===== src/verilog/nid_pkg.sv =====
// constants and carrier types for the node id and status display block
// Operation
// - default node id is 110; id settings are readable as outputs.
// - switch at zero lets the bus assign the node id.
// - switch at 1 to 9 gives node id 110 plus switch value.
// - assignment frame id 0x7f2, bytes 0-3 zero, new id follows; else ignored.
// - assignment frame ignored whenever the switch is not zero.
// - accepted frame enters setting mode, proposed id blinks on display.
// - button press in setting mode confirms the proposed id.
// - setting mode ends only on button accept or reset-communication.
// - no normal bus communication while in setting mode.
// - reset-communication leaves setting mode, nothing else changes; the code also clears the active error and the red run indicator.
// - accepted id takes effect only after power cycle or reset-node.
// - switch-on command accepted only with automatic power-on enabled.
// - run indicator green normal, dark in init, red on active error.
// - link voltage indicator green, flashing slowly on overvoltage.
// - aux and bus supply indicators green when present, dark otherwise.
// - bus indicator flashes green on traffic, steady red on bus error.
// - id shown decimal no dot; codes 4-digit hex with type dot.
// - keep last 6 events; button steps cyclically id, warnings, errors.
// - holding button 3 seconds returns display to the node id.
// - new event shown at once, red run, emergency sent, logged.
// - no local clear; active error cleared by nmt reset or bus command.
package nid_pkg;
  localparam logic [7:0] NID_DEFAULT_ID = 8'h6e;
  localparam logic [10:0] NID_SET_COB = 11'h7f2;
  localparam int NID_ZERO_BYTES = 4;
  localparam int NID_ID_BYTE = 4;
  localparam int NID_HIST_DEPTH = 6;
  localparam logic [3:0] NID_SW_MAX = 4'h9;
  localparam longint NID_CLK_HZ = 250000000;
  localparam longint NID_LONG_PRESS_MS = 3000;
  localparam longint NID_FLASH_HALF_MS = 500;
  localparam int NID_LONG_PRESS_CYC = int'(NID_LONG_PRESS_MS * NID_CLK_HZ / 1000);
  localparam int NID_FLASH_CYC = int'(NID_FLASH_HALF_MS * NID_CLK_HZ / 1000);

  typedef struct packed {
    logic [10:0] cob;
    logic [5:0][7:0] data;
  } nid_frame_t;

  typedef struct packed {
    logic is_error;
    logic [15:0] code;
  } nid_event_t;

  typedef struct packed {
    logic [15:0] digits;
    logic warn_dot;
    logic err_dot;
    logic blank;
  } nid_disp_t;

  typedef struct packed {
    logic run_green;
    logic run_red;
    logic link_voltage_indicator;
    logic aux_supply_indicator;
    logic bus_supply_indicator;
    logic safety_indicator;
    logic can_green;
    logic can_red;
  } nid_leds_t;
endpackage


===== src/verilog/nid_display.sv =====
// node id assignment, event history, status indicators and 7-segment display
`timescale 1ns/10ps
`default_nettype none
module nid_display
  import nid_pkg::*;
#(
  parameter int LONG_PRESS_CYC = NID_LONG_PRESS_CYC,
  parameter int FLASH_CYC = NID_FLASH_CYC,
  parameter int HIST_DEPTH = NID_HIST_DEPTH
) (
  input wire logic core_clk,
  input wire logic reset_n,
  input wire logic [3:0] bcd_switch,
  input wire logic button,
  input wire logic rx_valid,
  input wire nid_frame_t rx_frame,
  input wire logic nmt_reset_comm,
  input wire logic nmt_reset_node,
  input wire logic error_reset_cmd,
  input wire logic [7:0] nv_node_id,
  input wire logic ev_valid,
  input wire nid_event_t ev_in,
  input wire logic switch_on_cmd,
  input wire logic auto_power_en,
  input wire logic in_init,
  input wire logic link_overvolt,
  input wire logic aux_ok,
  input wire logic bus_supply_ok,
  input wire logic safety_a_ok,
  input wire logic safety_b_ok,
  input wire logic can_active,
  input wire logic can_error,
  output logic [7:0] node_id,
  output logic [7:0] proposed_id,
  output logic id_set_mode,
  output logic comm_enable,
  output logic nv_store,
  output logic switch_on_accept,
  output logic emcy_valid,
  output nid_event_t emcy_out,
  output logic error_active,
  output nid_leds_t leds,
  output nid_disp_t disp
);
  localparam int SEL_W = $clog2(HIST_DEPTH + 1);
  localparam logic [SEL_W-1:0] SEL_ID = '0;
  localparam logic [SEL_W-1:0] SEL_NEWEST = SEL_W'(1);

  logic boot_reg;
  logic [7:0] node_id_reg;
  logic [7:0] proposed_reg;
  logic id_mode_reg;
  logic nv_store_reg;
  logic sw_acc_reg;
  logic emcy_valid_reg;
  nid_event_t emcy_reg;
  logic err_active_reg;
  logic fault_seen_reg;
  logic btn_prev_reg;
  logic [31:0] hold_cnt_reg;
  logic long_done_reg;
  logic [31:0] flash_cnt_reg;
  logic flash_reg;
  logic [SEL_W-1:0] sel_reg;
  logic [SEL_W-1:0] hist_cnt_reg;
  nid_event_t hist_reg [HIST_DEPTH];
  nid_leds_t leds_reg;
  nid_disp_t disp_reg;
  nid_disp_t disp_next;

  logic press;
  logic long_press;
  logic frame_ok;
  logic [7:0] load_id;

  assign press = button && !btn_prev_reg;
  assign long_press = button && !long_done_reg && (hold_cnt_reg == 32'(LONG_PRESS_CYC - 1));

  // bytes 0..3 must all be zero, and only a zero switch lets the bus assign
  assign frame_ok = rx_valid && (rx_frame.cob == NID_SET_COB)
                    && (rx_frame.data[NID_ZERO_BYTES-1:0] == '0)
                    && (bcd_switch == 4'h0);

  // a nonzero stored id wins at switch zero; switch 1 to 9 adds to the default, anything else gives the default
  always_comb begin
    if (bcd_switch != 4'h0 && bcd_switch <= NID_SW_MAX) begin
      load_id = NID_DEFAULT_ID + {4'h0, bcd_switch};
    end else if (bcd_switch == 4'h0 && nv_node_id != 8'h00) begin
      load_id = nv_node_id;
    end else begin
      load_id = NID_DEFAULT_ID;
    end
  end

  always_ff @(posedge core_clk or negedge reset_n) begin
    if (!reset_n) begin
      boot_reg <= 1'b1;
    end else begin
      boot_reg <= 1'b0;
    end
  end

  // the live id only moves at power-up or on reset-node
  always_ff @(posedge core_clk or negedge reset_n) begin
    if (!reset_n) begin
      node_id_reg <= NID_DEFAULT_ID;
    end else if (boot_reg || nmt_reset_node) begin
      node_id_reg <= load_id;
    end
  end

  always_ff @(posedge core_clk or negedge reset_n) begin
    if (!reset_n) begin
      id_mode_reg <= 1'b0;
      proposed_reg <= 8'h00;
    end else if (frame_ok && !id_mode_reg) begin
      id_mode_reg <= 1'b1;
      proposed_reg <= rx_frame.data[NID_ID_BYTE];
    end else if (id_mode_reg && (press || nmt_reset_comm)) begin
      id_mode_reg <= 1'b0;
    end
  end

  always_ff @(posedge core_clk or negedge reset_n) begin
    if (!reset_n) begin
      nv_store_reg <= 1'b0;
    end else begin
      nv_store_reg <= id_mode_reg && press && !nmt_reset_comm;
    end
  end

  // the master's switch-on only counts with auto power-on and normal comms
  always_ff @(posedge core_clk or negedge reset_n) begin
    if (!reset_n) begin
      sw_acc_reg <= 1'b0;
    end else begin
      sw_acc_reg <= switch_on_cmd && auto_power_en && !id_mode_reg;
    end
  end

  always_ff @(posedge core_clk or negedge reset_n) begin
    if (!reset_n) begin
      emcy_valid_reg <= 1'b0;
      emcy_reg <= '0;
    end else begin
      emcy_valid_reg <= ev_valid;
      if (ev_valid) begin
        emcy_reg <= ev_in;
      end
    end
  end

  // no local clear path; a new error in the clearing cycle stays set
  always_ff @(posedge core_clk or negedge reset_n) begin
    if (!reset_n) begin
      err_active_reg <= 1'b0;
    end else if (ev_valid && ev_in.is_error) begin
      err_active_reg <= 1'b1;
    end else if (nmt_reset_comm || nmt_reset_node || error_reset_cmd) begin
      err_active_reg <= 1'b0;
    end
  end

  // any new event turns the run indicator red until the bus clears it
  always_ff @(posedge core_clk or negedge reset_n) begin
    if (!reset_n) begin
      fault_seen_reg <= 1'b0;
    end else if (ev_valid) begin
      fault_seen_reg <= 1'b1;
    end else if (nmt_reset_comm || nmt_reset_node || error_reset_cmd) begin
      fault_seen_reg <= 1'b0;
    end
  end

  always_ff @(posedge core_clk or negedge reset_n) begin
    if (!reset_n) begin
      btn_prev_reg <= 1'b0;
    end else begin
      btn_prev_reg <= button;
    end
  end

  // long press fires once per hold, so a held button does not repeat
  always_ff @(posedge core_clk or negedge reset_n) begin
    if (!reset_n) begin
      hold_cnt_reg <= 32'h0;
      long_done_reg <= 1'b0;
    end else if (!button) begin
      hold_cnt_reg <= 32'h0;
      long_done_reg <= 1'b0;
    end else if (long_press) begin
      long_done_reg <= 1'b1;
    end else if (!long_done_reg) begin
      hold_cnt_reg <= hold_cnt_reg + 32'h1;
    end
  end

  always_ff @(posedge core_clk or negedge reset_n) begin
    if (!reset_n) begin
      flash_cnt_reg <= 32'h0;
      flash_reg <= 1'b0;
    end else if (flash_cnt_reg == 32'(FLASH_CYC - 1)) begin
      flash_cnt_reg <= 32'h0;
      flash_reg <= !flash_reg;
    end else begin
      flash_cnt_reg <= flash_cnt_reg + 32'h1;
    end
  end

  // newest event at index 0, oldest falls off the end
  always_ff @(posedge core_clk or negedge reset_n) begin
    if (!reset_n) begin
      hist_cnt_reg <= '0;
      for (int i = 0; i < HIST_DEPTH; i++) begin
        hist_reg[i] <= '0;
      end
    end else if (ev_valid) begin
      hist_reg[0] <= ev_in;
      for (int i = 1; i < HIST_DEPTH; i++) begin
        hist_reg[i] <= hist_reg[i-1];
      end
      if (hist_cnt_reg != SEL_W'(HIST_DEPTH)) begin
        hist_cnt_reg <= hist_cnt_reg + SEL_W'(1);
      end
    end
  end

  // selection 0 is the id, 1..count are stored events
  always_ff @(posedge core_clk or negedge reset_n) begin
    if (!reset_n) begin
      sel_reg <= SEL_ID;
    end else if (ev_valid) begin
      sel_reg <= SEL_NEWEST;
    end else if (long_press) begin
      sel_reg <= SEL_ID;
    end else if (press && !id_mode_reg) begin
      if (sel_reg >= hist_cnt_reg) begin
        sel_reg <= SEL_ID;
      end else begin
        sel_reg <= sel_reg + SEL_W'(1);
      end
    end
  end

  function automatic logic [15:0] to_bcd(input logic [7:0] v);
    logic [7:0] h;
    logic [7:0] t;
    logic [7:0] u;
    h = v / 8'd100;
    t = (v % 8'd100) / 8'd10;
    u = v % 8'd10;
    return {4'h0, h[3:0], t[3:0], u[3:0]};
  endfunction

  always_comb begin
    disp_next = '0;
    if (id_mode_reg) begin
      disp_next.digits = to_bcd(proposed_reg);
      disp_next.blank = flash_reg;
    end else if (sel_reg == SEL_ID || sel_reg > hist_cnt_reg) begin
      disp_next.digits = to_bcd(node_id_reg);
    end else begin
      disp_next.digits = hist_reg[sel_reg - SEL_NEWEST].code;
      disp_next.err_dot = hist_reg[sel_reg - SEL_NEWEST].is_error;
      disp_next.warn_dot = !hist_reg[sel_reg - SEL_NEWEST].is_error;
    end
  end

  always_ff @(posedge core_clk or negedge reset_n) begin
    if (!reset_n) begin
      disp_reg <= '0;
    end else begin
      disp_reg <= disp_next;
    end
  end

  always_ff @(posedge core_clk or negedge reset_n) begin
    if (!reset_n) begin
      leds_reg <= '0;
    end else begin
      leds_reg.run_red <= fault_seen_reg || err_active_reg;
      leds_reg.run_green <= !in_init && !fault_seen_reg && !err_active_reg;
      leds_reg.link_voltage_indicator <= !link_overvolt || flash_reg;
      leds_reg.aux_supply_indicator <= aux_ok;
      leds_reg.bus_supply_indicator <= bus_supply_ok;
      leds_reg.safety_indicator <= (safety_a_ok && safety_b_ok)
                                   || ((safety_a_ok ^ safety_b_ok) && flash_reg);
      leds_reg.can_red <= can_error;
      leds_reg.can_green <= !can_error && can_active && flash_reg;
    end
  end

  assign node_id = node_id_reg;
  assign proposed_id = proposed_reg;
  assign id_set_mode = id_mode_reg;
  assign comm_enable = !id_mode_reg;
  assign nv_store = nv_store_reg;
  assign switch_on_accept = sw_acc_reg;
  assign emcy_valid = emcy_valid_reg;
  assign emcy_out = emcy_reg;
  assign error_active = err_active_reg;
  assign leds = leds_reg;
  assign disp = disp_reg;

  chk_bad_frame: assert property (@(posedge core_clk) disable iff (!reset_n)
    (rx_valid && !id_mode_reg && rx_frame.data[NID_ZERO_BYTES-1:0] != '0) |=> !id_mode_reg)
    else $error("frame with nonzero lead bytes entered setting mode");
  chk_switch_gate: assert property (@(posedge core_clk) disable iff (!reset_n)
    (rx_valid && !id_mode_reg && bcd_switch != 4'h0) |=> !id_mode_reg)
    else $error("setting mode entered with nonzero switch");
  chk_switch_id: assert property (@(posedge core_clk) disable iff (!reset_n)
    (nmt_reset_node && bcd_switch == 4'h3) |=> node_id == 8'd113)
    else $error("switch derived id wrong");
  chk_accept_exit: assert property (@(posedge core_clk) disable iff (!reset_n)
    (id_mode_reg && button && !btn_prev_reg && !nmt_reset_comm) |=> (!id_set_mode && nv_store))
    else $error("button did not confirm id");
  chk_mode_hold: assert property (@(posedge core_clk) disable iff (!reset_n)
    (id_mode_reg && !press && !nmt_reset_comm) |=> id_set_mode)
    else $error("setting mode left without cause");
  chk_no_comm: assert property (@(posedge core_clk) disable iff (!reset_n)
    id_set_mode |-> !comm_enable ##1 !switch_on_accept)
    else $error("communication while in setting mode");
  chk_id_stable: assert property (@(posedge core_clk) disable iff (!reset_n)
    (!boot_reg && !nmt_reset_node) |=> $stable(node_id))
    else $error("node id changed without reset node");
  chk_power_gate: assert property (@(posedge core_clk) disable iff (!reset_n)
    switch_on_accept |-> $past(auto_power_en) && $past(switch_on_cmd))
    else $error("switch-on accepted without auto power-on");
  chk_event_red: assert property (@(posedge core_clk) disable iff (!reset_n)
    ev_valid |=> emcy_valid && sel_reg == SEL_NEWEST ##1 leds.run_red)
    else $error("new event not shown and reported");
  chk_err_sticky: assert property (@(posedge core_clk) disable iff (!reset_n)
    (error_active && !nmt_reset_comm && !nmt_reset_node && !error_reset_cmd) |=> error_active)
    else $error("active error cleared locally");
  chk_long_home: assert property (@(posedge core_clk) disable iff (!reset_n)
    (long_press && !ev_valid) |=> sel_reg == SEL_ID)
    else $error("long press did not return to node id");
  chk_supply_leds: assert property (@(posedge core_clk) disable iff (!reset_n)
    (!aux_ok && !bus_supply_ok) |=> (!leds.aux_supply_indicator && !leds.bus_supply_indicator))
    else $error("supply indicator lit without supply");
endmodule
`default_nettype wire


===== config.mk =====
export PLATFORM = sky130hd
export DESIGN_NAME = nid_display
export DESIGN_NICKNAME = d
export VERILOG_FILES = /design/src/verilog/nid_pkg.sv /design/src/verilog/nid_display.sv
export SDC_FILE = /design/constraint.sdc
export NUM_CORES = 1
export LEC_CHECK = 0
export BUFFER_PORTS_ARGS = -buffer_cell sky130_fd_sc_hd__clkbuf_2
export CAP_MARGIN = 40
export CORE_MARGIN = 10
export CORE_UTILIZATION = 40
export CTS_BUF_LIST = sky130_fd_sc_hd__clkbuf_16
export CTS_CLUSTER_SIZE = 30
export DETAILED_ROUTE_END_ITERATION = 10
export HOLD_SLACK_MARGIN = 0.12
export PLACE_DENSITY = 0.64
export RECOVER_POWER = 50
export SLEW_MARGIN = 20
export SYNTH_ARGS = -nofsm -noshare
export SYNTH_HDL_FRONTEND = slang
export SYNTH_SLANG_ARGS = --single-unit

===== constraint.sdc =====
create_clock -name core_clk -period 5.21 [get_ports core_clk]
set_clock_uncertainty 0.15 [all_clocks]
set_input_delay 0.521 -clock core_clk [delete_from_list [all_inputs] [get_ports core_clk]]
set_output_delay 0.521 -clock core_clk [all_outputs]
set_load 0.1 [all_outputs]

; Word-level counts from Yosys, hierarchy flattened
; Index checks and enable logic that the tools add are counted.
[totals]
ff_bits = 225
inputBits = 106
out_inout_bits = 66
wordCells = 144
[classes]
n_div = 8
n_lt_le_gt_ge = 4
reduce_logical = 52
bitwise_logic = 2
n_eq_ne = 7
n_addsub = 6
mux = 25
[op_table]
columns = operator, n
row1 = $mux 32, 4
row2 = $add 32x1->32 const B, 2
row3 = $bmux 17 s3, 1
row4 = $mux 17, 2
row5 = $eq 32x27->1 const B, 1
row6 = $eq 32x30->1 const B, 1
row7 = $logic_not 32->1, 1
row8 = $mux 16, 2
row9 = $logic_and 1x1->1, 22
row10 = $div 8x4->8 const B, 2
row11 = $div 8x7->8 const B, 2
row12 = $mod 8x4->8 const B, 2
row13 = $mod 8x7->8 const B, 2
row14 = $mux 8, 2
row15 = $mux 3, 4
row16 = $eq 11x11->1 const B, 1
row17 = $logic_not 1->1, 11
row18 = $add 7x4->8 const A, 1
row19 = $logic_or 1x1->1, 8
row20 = $mux 1, 8
row21 = $reduce_bool 8->1, 1
row22 = $add 3x1->3 const B, 2
row23 = $reduce_bool 2->1, 3
row24 = $ge 4x4->1 const B, 1
row25 = 15 further kinds, 18

; Longest topological paths before layout
; Gate-level depths: netlist of the first run.
[logic_depth]
ltp_word = 8
mapped_depth = 14
mapped_depth_nobuf = 11

; Worst setup path before layout of the first run
; No wires, ideal clock.
[synth_path]
kind = register to register
from = register node_id_reg[4], in the netlist node_id[4]
to = register disp_reg (netlist bit disp[5])
path_slack_ns = 1.854
required_ns = 4.913
synth_period_minus_slack_ns = 3.356
path_stages_with_launch = 14
arrival_ns = 3.059
path_buffers = 2
setup_ns = 0.147
path_cell_list = dfrtp_1 -> buf_2 -> buf_2 -> xnor2_1 -> a221oi_1 -> o211ai_1 -> nand2_1 -> nand2_1 -> nand2_1 -> xnor2_1 -> ha_1 -> a21boi_0 -> o221ai_1 -> o2bb2ai_1
[synth_lines]
columns = item, line_no
row1 = start: declaration, nid_display.sv:50  ; logic [7:0] node_id_reg;
row2 = start signal: assignment, nid_display.sv:108  ; node_id_reg <= load_id;
row3 = end signal: assignment, nid_display.sv:273  ; disp_reg <= disp_next;
row4 = end: declaration, nid_display.sv:68  ; nid_disp_t disp_reg;

; Final worst setup path of the first run
[layout_path]
from = input ev_valid
to = register hist_reg[41] (netlist bit)
[layout_lines]
columns = item, line_no
row1 = start: declaration, nid_display.sv:21  ; input wire logic ev_valid,
row2 = end signal: indexed assignment, nid_display.sv:220  ; hist_reg[i] <= hist_reg[i-1];
row3 = end: declaration, nid_display.sv:66  ; nid_event_t hist_reg [HIST_DEPTH];
; No word-level cell between the ends.

==> results.md, run 1 <==
* Fraction of registers with async set/reset at 100%
* IO Port Bufs at 163
* Post-Route WL at 27300 um
* Initial antenna violation count at 0
* FMAX at 239 MHz
* Cell Count, Final, Fillers Out at 1660
* Post-synthesis sequential area ratio at 47.5%
* Status: finished with violations
* Fillers at 2751
* Cell Rows at 63
* Initial Utilization at 40.3%
* Yosys reg bits at 225
* Post-DP HPWL at 18500 um
* Layout Nets at 1372
* Via Count at 8812
* RSZ-0062 raised after global routing: no
* DRT antenna net count at 0
* Mean Syn Cell Area at 10.9 um^2
* Reg area at 5640 um^2
* Grt total ovfl at 0
* Max Cap Violations at 2
* TritonCTS clock tree: built
* Most common library cell in the layout ignoring fill and taps: dfrtp_1
* Area Overhead vs Synth at 17.8%
* Vias in the first global route at 8844
* Syn Nets at 1212
* Final slew viol count at 181
* Post-synth EDFFs at 0
* Wire per inst at 16.5 um
* Post-Syn Area at 11900 um^2
* Setup_tns at 0 ns
* Iter 0 DRT Violations at 592
* Latest clock arrival within the worst-skew pair at 0.54 ns
* Placer congestion estimate at 0.839
* Clock transition at path regs at 0.06 ns
* Min Tclk post-route at 4.19 ns
* Synth cell types at 81
* First-pass GRT wire length at 45200 um
* CP Class: input pin to register
* DRT Pass-1 Iters at 7
* DRC violations left at 0
* Post-CTS Resized at 0
* Worst min-delay path class: input pin to register
* VDD IR max at 264 uV
* Ports at 172
* Via density per instance at 5.31
* Data arrival, critical path at 4.44 ns
* TritonCTS buffer count at 26
* Die Span Y at 192 um
* Largest register FFs at 102
* Share of cells above drive strength 1 at 26.6%
* Failing checks: capacitance limit, slew limit
* CTS root buffer: clkbuf_16
* H-tree depth at 1
* Critical Path RT at 5.46 ns
* Final hold vios at 0
* Fin crit share at 80.4%
* Pin count of the biggest net entering global routing at 120
* Final Total Pwr at 5.50 mW
* CP endpoint kind: register
* Synth Flop Type: dfrtp_1
* Most frequent cells in the layout: 218 x dfrtp_1, 153 x clkbuf_2, 109 x mux2_2
* Inst Count DP at 1578
* YS warnings at 0
* Post-Synthesis Cells at 1092
* Actual slew at the worst max-slew pin at 3.19 ns
* Die area at 37000 um^2
* Area of the multi-input gates at 5750 um^2
* Critical Path Fanout Max at 61
* Clock Sinks at 225
* Leakage at 6.28 nW
* Critical Path Source Type: input pin
* CTS max path bufs at 3
* Overall fraction of global-route tracks in use at 14.6%
* N_diodes at 0
* DIE WIDTH at 192 um
* Final setup fails at 0
* Power density over cell area at 393 nW/um^2
* Core ar. at 29500 um^2
* Slew HR at -113%
-- critical path, cell delays in order --
cell	delay, ns
clkbuf_1	2.20
clkbuf_2	1.25
mux2_2	0.43
-- area by class of cell --
| cell class | count | area share [%] |
|---|---|---|
| Multi-Input combinational cell | 761 | 41.1 |
| Sequential cell | 225 | 40.3 |
| Timing Repair Buffer | 209 | 8.81 |
| Clock buffer | 26 | 4.65 |
| Tap cell | 390 | 3.49 |
| Clock inverter | 20 | 0.876 |
| Inverter | 29 | 0.778 |
-- power breakdown --
part | switching (mW) | leakage, nW | internal [mW]
combinational | 1.14 | 3.10 | 0.510
clock | 0.703 | 0.400 | 0.949
sequential | 0.183 | 2.78 | 2.02
-- worst paths after layout --
path	start	endpoint	cells after the start	slack, ns
hold reg to reg	flash_cnt_reg[4]	flash_cnt_reg[4]	1	0.32
min in group asynchronous	reset_n	proposed_id[5]	2	1.27
hold / removal	nv_node_id[6]	node_id[6]	3	0.16
max in group asynchronous	reset_n	flash_cnt_reg[4]	2	1.83
setup / recovery	ev_valid	hist_reg[41]	3	1.02
setup reg to reg	node_id[7]	disp[5]	11	1.70
-- cells by family (layout without fill, tap and decap cells) --
family,count (synthesis),after routing,share of synthesized area [%]
flops,225,225,47.5
xor+xnor,71,71,5.24
simple gates,345,345,15.3
fa+ha+maj,15,15,1.57
compound gates,185,185,11.1
mux,144,144,15.1
buf+inv,106,284,4.16
other cells,1,1,0.0316
-- Yosys cell counts (20+ instances only) --
cell	number	area [um^2]
dfrtp_1	219	5480
mux2_2	109	1230
nor2_1	74	278
nand2_1	69	259
xnor2_1	42	368
o21ai_0	41	205
clkbuf_1	39	146
and2_1	38	238
a21oi_1	31	155
nand3_1	31	155
xor2_1	29	254
inv_1	25	93.8
nand4_1	20	125
-- stage by stage --
| step | worst slack, ns | util, % | hold slack [ns] | instance area (um^2) |
|---|---|---|---|---|
| after floorplan | 1.85 | - | 0.0754 | 11900 |
| after global placement | 1.74 | 43.7 | 0.302 | 12900 |
| after detailed placement | 1.70 | 43.8 | 0.315 | 12900 |
| after CTS | 1.71 | 47.6 | 0.131 | 14000 |
| after global routing | 0.744 | 47.5 | 0.158 | 14000 |
| final | 1.02 | 47.5 | 0.156 | 14000 |
-- what timing repair did --
action / CTS / global route
hold buffers: 36 / 0
endpoints found under the hold margin: 149 / 0
setup buffers: 0 / 0
setup endpoints to repair: 0 / 0
-- metal layers --
layer	vias up	GRT usage (%)	wire [um]
met1	4293	19.7	12600
met2	186	23.6	12800
met5	-	0	0
met4	0	3.64	519
met3	42	2.93	1480
li1	4291	-	-
(Power assumes the default switching activity.)
==> inputs of run 2 (changes only) <==
ABC_AREA = 1   (was unset)
PLACE_DENSITY = 0.66   (was 0.64)
clock period = 3.6 ns   (was 5.21 ns; I/O delays follow)
==> run 2 against run 1 <==
Effect of this change:
- critical path type unchanged
- clock power rose by 53%
- first-iteration DRC count rose by 10%
- largest cell class unchanged
- synthesized cell count rose by 48%
- the run still ends with capacitance limit, slew limit left
- highest routed layer unchanged
- cell area rose by 7.6%
==> results.md, run 2 <==
* Final setup fails at 0 (unchanged)
* Vias in the first global route at 11281 (+28%)
* DIE WIDTH at 197 um (+2.2%)
* Power density over cell area at 520 nW/um^2 (+32%)
* List of most frequent post-synthesis cells: 396 x nand2_1, 219 x dfrtp_1, 197 x inv_1
* Synth Flop Type: dfrtp_1
* RSZ-0062 raised after global routing: no
* Combinational power share at 29.9% (about the same)
* Fin crit share at 81.9%
* Final instance area at 15100 um^2 (+7.6%)
* Most frequent cells in the layout: 396 x nand2_1, 218 x dfrtp_1, 201 x inv_1
* Critical Path Source Type: input pin
* Overall fraction of global-route tracks in use at 16.8% (+2.2 points)
* Syn Nets at 1738 (+43%)
* Placer congestion estimate at 0.907 (+8.2%)
* Data arrival, critical path at 3.23 ns (-1.21 ns)
* Post-DP HPWL at 23300 um (+26%)
* Post-Synth Adder-Cell Area at 1.40% (-0.17 points)
* VDD IR max at 386 uV (+47%)
* Multiplexer share of the synthesized area at 0.883% (-14 points)
* Final Total Pwr at 7.83 mW (+42%)
* CP Class: input pin to register
* Max Cap Violations at 1 (-1)
* Part of the power in the clock network at 32.2% (+2.2 points)
* Layout Nets at 1939 (+41%)
* Via density per instance at 5.06 (-4.7%)
* CP endpoint kind: register
* YS warnings at 0 (unchanged)
* Worst Reg-to-Reg Cells at 20 (+9)
* FMAX at 339 MHz
* TritonCTS clock tree: built
* Hold wc startpoint: bcd_switch[3]
* Compound-Gate Fraction of Synth Area at 13.8% (+2.7 points)
* H-tree depth at 1 (unchanged)
* Worst Hold End: node_id[3]
* Hold Crit Depth at 4 (+1)
* Dominant cells by area after synthesis: dfrtp_1 44%, nand2_1 12%, o21ai_0 6.8%
* Post-Route WL at 33100 um (+21%)
* Post-DP Area at 13600 um^2 (+5.7%)
* First-pass GRT wire length at 55300 um (+22%)
* Iter 0 DRT Violations at 652 (+10%)
* R2r setup slk at 0.76 ns (-0.94 ns)
* Reg-to-Reg End: disp[6]
* Final hold vios at 0 (unchanged)
* Final Util at 49.1% (+1.6 points)
* Cell Rows at 64 (+1.6%)
* DRT antenna net count at 0 (unchanged)
* Post-synthesis sequential area ratio at 45.2% (-2.3 points)
* Slew HR at -56.9% (+56 points)
* Sequential Power Share at 37.9% (-2.1 points)
* Critical Path Fanout Max at 30 (-51%)
* Via Count at 11300 (+28%)
* DRC violations left at 0 (unchanged)
* Ports at 172 (unchanged)
* Area Overhead vs Synth at 20.7%
* Clock Sinks at 225 (unchanged)
* Fillers at 2989 (+8.7%)
* Fraction of registers with async set/reset at 100% (unchanged)
* Min Tclk post-route at 2.95 ns
* Pin count of the biggest net entering global routing at 93 (-23%)
* Actual slew at the worst max-slew pin at 2.35 ns (-0.834 ns)
* Switching power of the nets at 3.01 mW (+49%)
* Largest register FFs at 102 (unchanged)
* Yosys reg bits at 225 (unchanged)
* Post-Synthesis Cells at 1618 (+48%)
* Internal at 4.81 mW (+38%)
* CTS root buffer: clkbuf_16
* Worst min-delay path class: input pin to register
* TritonCTS buffer count at 26 (unchanged)
* Post-synth EDFFs at 0 (unchanged)
* Failing checks: capacitance limit, slew limit
* Leakage at 7.15 nW (+14%)
* Initial Utilization at 40.7% (+0.39 points)
* Initial antenna violation count at 0 (unchanged)
* Grt total ovfl at 0 (unchanged)
* Sw Ratio at 38.5% (+1.8 points)
* IO Port Bufs at 163 (unchanged)
* Simple-Gate Fraction of Synth Area at 26.1% (+11 points)
* DRT Pass-1 Iters at 5 (-2)
* Setup_tns at 0 ns (unchanged)
* Die area at 38600 um^2 (+4.5%)
* Launch point of the worst reg-to-reg path: proposed_id[5]
* CTS max path bufs at 3 (unchanged)
* Post-Syn Area at 12500 um^2 (+5.0%)
* Status: finished with violations
* Area leader, netlist: dfrtp_1
* Top-count cell post-synth: nand2_1
* Critical Path RT at 3.88 ns (-1.58 ns)
* XOR/XNOR share of the synthesized area at 3.30% (-1.9 points)
* Largest family of logic cells by synthesized area: simple AND/OR/NAND/NOR gates
* Core ar. at 30700 um^2 (+4.0%)
* Yosys top cell area share at 43.9% (-2.2 points)
* Die Span Y at 197 um (+2.2%)
* Wire per inst at 14.8 um (-10%)
* Most common library cell in the layout ignoring fill and taps: nand2_1
* Synth cell types at 58 (-28%)
* Clock transition at path regs at 0.06 ns (about the same)
* Share of cells above drive strength 1 at 16.0% (-11 points)
* Mean Syn Cell Area at 7.71 um^2 (-29%)
* N_diodes at 0 (unchanged)
* Final slew viol count at 92 (-49%)
* Latest clock arrival within the worst-skew pair at 0.54 ns (about the same)
[run 2: repair_timing]
item / CTS / global route
hold buffers: 64 / 0
setup buffers: 0 / 0
hold endpoints to repair: 139 / 0
resized for setup: 0 / 0
[run 2: logic make-up after synthesis]
group	after synthesis
AOI/OAI and AO/OA	304
xor gates and xnor gates	47
adders and majority gates	14
buffers and inverters	291
DFF	225
muxes	10
other	1
and+or+nand+nor	726
[run 2: power groups by stage]
stage          combinational (mW)  clock, mW  sequential, mW
2_1_floorplan                1.00          0            3.73
5_1_grt                      2.54       2.71            3.00
4_1_cts                      2.36       2.59            2.96
3_3_place_gp                 2.26          0            3.00
3_5_place_dp                 2.30          0            3.01
6_report                     2.34       2.52            2.96
[run 2: worst max path at each step]
stage / from / to / slack, ns / cells past startpoint
final: ev_valid / hist_cnt_reg[2] / 0.65 / 6
after global routing: reset_n / hist_reg[86] / 0.19 / 3
after CTS: proposed_id[5] / disp[6] / 0.79 / 20
after detailed placement: proposed_id[5] / disp[6] / 0.82 / 20
after global placement: proposed_id[5] / disp[6] / 0.85 / 20
after floorplan: proposed_id[5] / disp[6] / 0.24 / 23
[run 2: worst max-delay path: stages]
cell	delay, ns
dlygate4sd3_1	0.52
clkbuf_1	0.84
inv_1	0.74
a21oi_1	0.49
nand2_1	0.11
xor2_1	0.15
[run 2: cell type report]
cell class	instances	area, um^2	area share, %
multi-input cells	1102	5680	37.7
well taps	396	495	3.29
clock buffers	26	651	4.32
clock inverters	21	160	1.06
repair buffers	247	1610	10.7
inverters	217	815	5.41
flip-flops and latches	225	5640	37.5
[run 2: through the flow]
step                      hold slack, ns  cells  setup slack (ns)
final                              0.170   2234             0.652
after global routing               0.184   2234             0.191
after floorplan                  -0.0856   1618             0.239
after detailed placement           0.294   2123             0.816
after global placement             0.285   2122             0.853
after CTS                          0.153   2234             0.788
[run 2: layer usage]
metal	track usage, %	up-vias	wire [um]
li1	-	5695	-
met1	21.5	5301	14700
met2	29.1	245	16200
met3	2.29	59	1330
met4	4.57	0	841
met5	0	-	0
